[src/design/sad_pkg.sv]
// Constants, timing counts and thermometer decoding for the converter logic
package sad_pkg;
    // System clock
    localparam int CLK_PERIOD_NS = 10;
    // Oscillator and derived timing
    localparam int OSC_FREQ_KHZ = 9090;
    localparam int OSC_PERIOD_NS = 1000000 / OSC_FREQ_KHZ;
    localparam int OSC_CYC = (OSC_PERIOD_NS + CLK_PERIOD_NS / 2) / CLK_PERIOD_NS;
    localparam int PHASE_COUNT = 5;
    localparam int PHASE_FREQ_KHZ = 1820;
    localparam int CONV_PERIOD_NS = 550;
    localparam int CONV_CYC = CONV_PERIOD_NS / CLK_PERIOD_NS;
    // Sample pulse and comparator settling
    localparam int SAMPLE_NS = 100;
    localparam int SAMPLE_CYC = (SAMPLE_NS + CLK_PERIOD_NS - 1) / CLK_PERIOD_NS;
    localparam int SETTLE_NS = 100;
    localparam int SETTLE_CYC = (SETTLE_NS + CLK_PERIOD_NS - 1) / CLK_PERIOD_NS;
    // Strobe position within a phase, in the low half of the oscillator
    localparam logic [3:0] STROBE_SUB = 4'(SAMPLE_CYC + SETTLE_CYC - OSC_CYC);
    localparam logic [3:0] SAMPLE_SUB = 4'(SAMPLE_CYC);
    localparam logic [3:0] OSC_LAST = 4'(OSC_CYC - 1);
    localparam logic [3:0] OSC_HALF = 4'((OSC_CYC + 1) / 2);
    // Four inverter stages, one clock each
    localparam int LATE_DELAY = 4;
    // Word layout
    localparam int WORD_WIDTH = 8;
    localparam int LEVELS = 256;
    localparam int TOP_MSB = 7;
    localparam int MID_MSB = 5;
    localparam int LOW_MSB = 2;
    // Switched source weights in 32nds of full scale
    localparam int WEIGHT_TOP1 = 16;
    localparam int WEIGHT_TOP0 = 8;
    localparam int WEIGHT_MID2 = 4;
    localparam int WEIGHT_MID1 = 2;
    localparam int WEIGHT_MID0 = 1;
    // Reset values
    localparam logic [7:0] WORD_RESET = 8'h00;

    // Three-comparator thermometer to 2 bits
    function automatic logic [1:0] sad_dec3(input logic [2:0] c);
        sad_dec3 = {c[1], (c[0] & ~c[1]) | c[2]};
    endfunction

    // Seven-comparator thermometer, lowest bit only
    function automatic logic sad_lsb7(input logic [6:0] c);
        sad_lsb7 = (c[0] & ~c[1]) | (c[2] & ~c[3]) | (c[4] & ~c[5]) | c[6];
    endfunction
endpackage

[src/design/sad_decode_timing.sv]
// Subranging converter timing, latching and decoding logic
`timescale 1ns/1ps
module sad_decode_timing (
    // Clock and reset
    input wire logic clk_sys,
    input wire logic rst_n,
    // Comparator rows, high when signal above reference
    input wire logic [2:0] cmpRowOne,
    input wire logic [6:0] cmpRowTwo,
    input wire logic [6:0] cmpRowThree,
    // Analogue control
    output logic samplePulse,
    output logic [1:0] currentTop,
    output logic [2:0] currentMid,
    // Clock phases
    output logic clock_phase_one,
    output logic clock_phase_two,
    output logic clock_phase_three,
    output logic clock_phase_four,
    output logic clock_phase_five,
    // Store side
    output logic [sad_pkg::WORD_WIDTH-1:0] dataWord,
    output logic dataValid
);
    import sad_pkg::*;

    logic [PHASE_COUNT-1:0] phase;
    logic [3:0] subCount;
    logic oscHigh;

    sad_phase_gen u_phase (
        .clk_sys(clk_sys),
        .rst_n(rst_n),
        .phaseOneHot(phase),
        .subCount(subCount),
        .oscHigh(oscHigh)
    );

    assign clock_phase_one = phase[0];
    assign clock_phase_two = phase[1];
    assign clock_phase_three = phase[2];
    assign clock_phase_four = phase[3];
    assign clock_phase_five = phase[4];

    // Strobes: a phase gated with an oscillator sub-position
    wire strobeSlot = (subCount == STROBE_SUB) && !oscHigh;
    wire sampleNext = phase[0] && (subCount < SAMPLE_SUB);
    wire latchOneStb = phase[1] && strobeSlot;
    wire latchTwoStb = phase[2] && strobeSlot;
    wire latchThreeStb = phase[3] && strobeSlot;
    wire wordStb = phase[4] && strobeSlot;

    // Delay line standing in for the four inverters
    logic [LATE_DELAY-1:0] lateReg;
    wire lateStb = lateReg[LATE_DELAY-1];

    logic [1:0] topReg;
    logic [1:0] midUpperReg;
    logic midLowReg;
    logic [1:0] lowUpperReg;
    logic [WORD_WIDTH-1:0] wordReg;
    logic validReg;
    logic sampleReg;

    // Upper comparators of a seven-row are those at 2/8, 4/8, 6/8
    wire [2:0] midUpperCmp = {cmpRowTwo[5], cmpRowTwo[3], cmpRowTwo[1]};
    wire [2:0] lowUpperCmp = {cmpRowThree[5], cmpRowThree[3],
        cmpRowThree[1]};
    // Lowest middle bit straight from raw comparators
    wire midLowComb = sad_lsb7(cmpRowTwo);
    // Final lowest bit not latched; only captured into the word
    wire lowLsbComb = sad_lsb7(cmpRowThree);
    wire [WORD_WIDTH-1:0] wordNext = {topReg, midUpperReg, midLowReg,
        lowUpperReg, lowLsbComb};
    // Upper pair is decoded to binary from the raw comparators, then latched
    wire [1:0] topDecoded = sad_dec3(cmpRowOne);

    always_ff @(posedge clk_sys) begin
        if (!rst_n) begin
            lateReg <= '0;
            sampleReg <= 1'b0;
            topReg <= 2'b00;
            midUpperReg <= 2'b00;
            midLowReg <= 1'b0;
            lowUpperReg <= 2'b00;
            wordReg <= WORD_RESET;
            validReg <= 1'b0;
        end else begin
            lateReg <= {lateReg[LATE_DELAY-2:0], latchTwoStb};
            sampleReg <= sampleNext;
            validReg <= wordStb;
            if (latchOneStb) begin
                topReg <= topDecoded;
            end
            if (latchTwoStb) begin
                midUpperReg <= sad_dec3(midUpperCmp);
            end
            if (lateStb) begin
                midLowReg <= midLowComb;
            end
            if (latchThreeStb) begin
                lowUpperReg <= sad_dec3(lowUpperCmp);
            end
            if (wordStb) begin
                wordReg <= wordNext;
            end
        end
    end

    // High bit turns its source on; weights fixed in the analogue part
    assign currentTop = topReg;
    assign currentMid = {midUpperReg, midLowReg};
    assign samplePulse = sampleReg;
    assign dataWord = wordReg;
    assign dataValid = validReg;
endmodule

[src/design/sad_phase_gen.sv]
// Oscillator divider and five-phase clock generator
`timescale 1ns/1ps
module sad_phase_gen (
    // Clock and reset
    input wire logic clk_sys,
    input wire logic rst_n,
    // Phase outputs
    output logic [sad_pkg::PHASE_COUNT-1:0] phaseOneHot,
    output logic [3:0] subCount,
    output logic oscHigh
);
    import sad_pkg::*;

    logic [3:0] subReg, subNext;
    logic [PHASE_COUNT-1:0] phaseReg, phaseNext;
    wire oscTick = (subReg == OSC_LAST);

    // Oscillator period emulated as a count of system clocks
    assign subNext = oscTick ? 4'h0 : 4'(subReg + 4'h1);
    // Phase ring advances once per oscillator period
    assign phaseNext = oscTick ?
        {phaseReg[PHASE_COUNT-2:0], phaseReg[PHASE_COUNT-1]} : phaseReg;

    always_ff @(posedge clk_sys) begin
        if (!rst_n) begin
            subReg <= 4'h0;
            phaseReg <= PHASE_COUNT'(1);
        end else begin
            subReg <= subNext;
            phaseReg <= phaseNext;
        end
    end

    assign phaseOneHot = phaseReg;
    assign subCount = subReg;
    assign oscHigh = (subReg < OSC_HALF);
endmodule

[config.mk]
export PLATFORM = sky130hd
export DESIGN_NAME = sad_decode_timing
export DESIGN_NICKNAME = d
export VERILOG_FILES = /design/src/design/sad_pkg.sv /design/src/design/sad_decode_timing.sv /design/src/design/sad_phase_gen.sv
export SDC_FILE = /design/constraint.sdc
export NUM_CORES = 1
export LEC_CHECK = 0
export BUFFER_PORTS_ARGS = -buffer_cell sky130_fd_sc_hd__buf_2
export CORE_MARGIN = 2
export CORE_UTILIZATION = 40
export CTS_BUF_LIST = sky130_fd_sc_hd__clkbuf_16
export CTS_CLUSTER_DIAMETER = 80
export DETAILED_ROUTE_END_ITERATION = 8
export GPL_TIMING_DRIVEN = 0
export MAX_ROUTING_LAYER = met4
export PLACE_DENSITY = 0.64
export REMOVE_ABC_BUFFERS = 1
export SLEW_MARGIN = 0
export SYNTH_ARGS = -nofsm -noshare
export SYNTH_HDL_FRONTEND = slang
export SYNTH_HIERARCHICAL = 1
export SYNTH_SLANG_ARGS = --single-unit
[constraint.sdc]
create_clock -name clk_sys -period 1.4 [get_ports clk_sys]
set_input_delay 0.28 -clock clk_sys [delete_from_list [all_inputs] [get_ports clk_sys]]
set_output_delay 0.28 -clock clk_sys [all_outputs]
set_load 0.1 [all_outputs]
==> results.sh <==
export IMPL_coreArea_mm2=0.00303
export IMPL_critPathMaxFanout=3
export IMPL_synth_area_top_cells="dfxtp_1 (48%), mux2i_1 (8.0%), a21oi_1 (4.8%)"
export IMPL_drc=0
export IMPL_ir_drop_uv=800
export IMPL_dp_hpwl_um=1870
export IMPL_cp_end_kind="output port"
export IMPL_post_route_util=0.550
export IMPL_syn_area_mm2=0.00125
export IMPL_reg2reg_setup_slack_ns=0.14
export IMPL_min_to="midUpperReg[1]"
export IMPL_wl_per_cell_um=12.0
export IMPL_layout_commonest_cell="buf_2"
export IMPL_hold_ws_ns=0.274
export IMPL_drv_slew=0
export IMPL_cts_tree="yes"
export IMPL_worstSetupPathType="reg -> out"
export IMPL_first_pass_iters=4
export IMPL_avgViaCountPerCell=4.83
export IMPL_fin_crit_ns=1.35
export IMPL_nNetsFinal=193
export IMPL_tightest_slew_ns=0.565
export IMPL_dp_cells=207
export IMPL_combPwrFrac=0.054
export IMPL_drive_above_1_share=0.349
export IMPL_post_dp_cell_area_mm2=0.00147
export IMPL_die_h_um=60.0
export IMPL_hold_class="in -> reg"
export IMPL_critPathMaxStageDelay_ns=0.44
export IMPL_cp_buffers_inverters=1
export IMPL_cts_buffers=5
export IMPL_wl_met2_um=1140
export IMPL_root_buffer="clkbuf_16"
export IMPL_yosys_area_top_type="dfxtp_1"
export IMPL_p_int_mw=1.54
export IMPL_rows=20
export IMPL_via_count=1043
export IMPL_syn2layout_area_growth_pct=32.7
export IMPL_setup_viol=0
export IMPL_cts_hold_buf=0
export IMPL_synth_seq_cells=30
export IMPL_overflow=0
export IMPL_met1Wirelength_um=1300
export IMPL_dieArea_mm2=0.00360
export IMPL_n_fill_cell=283
export IMPL_start_util=0.414
export IMPL_min_delay_start="cmpRowTwo[3]"
export IMPL_crit_required_ns=1.12
export IMPL_path_delay_family="buffers and inverters"
export IMPL_cts_sinks=30
export IMPL_synth_top_area_frac=0.479
export IMPL_switching_share=0.200
export IMPL_layout_setup_ws_ns=0.0522
export IMPL_rr_startpoint="u_phase/subCount[2]"
export IMPL_worstSetupPathDepth=1
export IMPL_reg2regPathDepth=4
export IMPL_drt_iter0_drc=27
export IMPL_top_layer="met4"
export IMPL_finClkSkew_ns=0.00281
export IMPL_finalHoldViolCount=0
export IMPL_p_leak_nw=0.782
export IMPL_r2r_end="dataWord[0]"
export IMPL_met3_length_um=124
export IMPL_grt_pass1_vias=914
export IMPL_run_status="complete, no violations"
export IMPL_n_antenna_cell=0
export IMPL_rsz0062_at_grt="false"
export IMPL_pre_cts_slack_ns=-0.212
export IMPL_final_cells=216
export IMPL_pwr_share_seq=0.456
export IMPL_mostFrequentLayoutCells="buf_2 (34), dfxtp_1 (27), a21oi_1 (11)"
export IMPL_cts_clk_slew_worst_paths_ns=0.04
export IMPL_die_w_um=60.0
export IMPL_holdPathStages=3
export IMPL_final_area_mm2=0.00167
export IMPL_grtUsageTotal=0.166
export IMPL_drtAntennaViolNets=0
export IMPL_cts_path_max_buffers=2
export IMPL_grt_pass1_wl_um=4150
export IMPL_port_buffers=38
export IMPL_gp_congestion=0.707
export IMPL_ys_types=31
export IMPL_max_freq_ghz=0.742
export IMPL_cp_data_arrival_time_ns=1.07
export IMPL_ios=39
export IMPL_clkPwrFrac=0.490
export IMPL_routed_wirelength_um=2590
export IMPL_ys_seq_area_frac=0.479
export IMPL_critPathSlowestCell="buf_2"
export IMPL_cts_htree_levels=2
export IMPL_fin_crit_sh=0.963
export IMPL_antenna_found_initial=0
export IMPL_power_switching_mw=0.385
export IMPL_avgSynthCellArea_um2=9.65
export IMPL_p_per_area_mw_per_mm2=1160
export IMPL_grt_max_degree=25
export IMPL_slew_headroom=0.614
export IMPL_drv_cap=0
export IMPL_clock_latency_ns=0.27
export IMPL_start_kind="flip-flop"
export IMPL_yosysWarnings=6
export IMPL_synthCells=130
export IMPL_crit_chain="buf_2"
## metal layers
metal,up-vias,GRT usage
li1,542,-
met1,470,0.212
met2,29,0.228
met3,2,0.0649
met4,0,0.0762
met5,-,-
## metrics by stage
| stage | TNS, ns | total power, mW |
|---|---|---|
| floorplan | -4.40 | 0.947 |
| global placement | -0.992 | 0.990 |
| detailed placement | -1.37 | 0.994 |
| CTS | 0 | 1.96 |
| global route | 0 | 2.02 |
| finish | 0 | 1.93 |
## synthesized netlist by cell type, drive strengths merged
| library cell | number |
|---|---|
| nor3 | 1 |
| clkbuf | 2 |
| ha | 2 |
| mux2i | 10 |
| nand2b | 1 |
| dfxtp | 30 |
| a211oi | 2 |
| a31oi | 3 |
| a22oi | 1 |
| buf | 3 |
| and3 | 6 |
| nand4bb | 1 |
| o21ai | 10 |
| and4bb | 1 |
| and3b | 1 |
| inv | 8 |
| o31a | 1 |
| nor3b | 2 |
| and2 | 4 |
| nor2b | 9 |
| nand2 | 9 |
| nand3 | 7 |
| a2111oi | 1 |
| nand3b | 1 |
| a21oi | 13 |
| a311oi | 1 |
## sequential cells by signal, indices dropped and copies added (netlist names)
register	cells
lowUpperReg	2
dataValid	1
samplePulse	1
dataWord	8
u_phase/subCount	4
midUpperReg	2
midLowReg	1
currentTop	2
u_phase/phaseOneHot	5
lateReg	4
## repair_timing
action	CTS	global route
endpoints found under the setup margin	17	18
endpoints found under the hold margin	0	0
pin swaps	0	1
resized for setup	6	7
setup buffers	0	2
## power by group through the flow
stage	Clock, mW	Combinational (mW)	Sequential (mW)
after global routing	1.02	0.114	0.881
after floorplan	0	0.0451	0.902
after detailed placement	0	0.101	0.893
final	0.945	0.104	0.880
after global placement	0	0.0975	0.893
after CTS	0.980	0.102	0.877
## worst max path at each step
stage	start	endpoint	slack [ns]
after floorplan	u_phase/phaseOneHot[4]	dataWord[0]	-0.54
after global placement	u_phase/subCount[2]	dataWord[0]	-0.18
after detailed placement	u_phase/subCount[3]	dataWord[0]	-0.21
after CTS	u_phase/phaseOneHot[2]	clock_phase_three	0.002
after global routing	midLowReg	currentMid[0]	0.01
final	midUpperReg[1]	currentMid[2]	0.05
## layout make-up
class                      instances  area [um^2]  area share
tap                               44         55.1      0.0331
inverter                           8         30.0      0.0180
clock buffer                       5          125      0.0751
sequential                        30          604       0.363
clock inverter                     2         7.51     0.00451
timing repair buffer              40          228       0.137
multi-input combinational         87          616       0.370
## kinds of logic (layout without fill, tap and decap cells)
family | count (synthesis) | count (layout) | share of synthesized area
flops | 30 | 30 | 0.479
mux | 10 | 10 | 0.0798
compound gates | 32 | 32 | 0.158
buf+inv | 13 | 55 | 0.0489
simple gates | 43 | 43 | 0.215
fa+ha+maj | 2 | 2 | 0.0199
(Power assumes the default switching activity.)
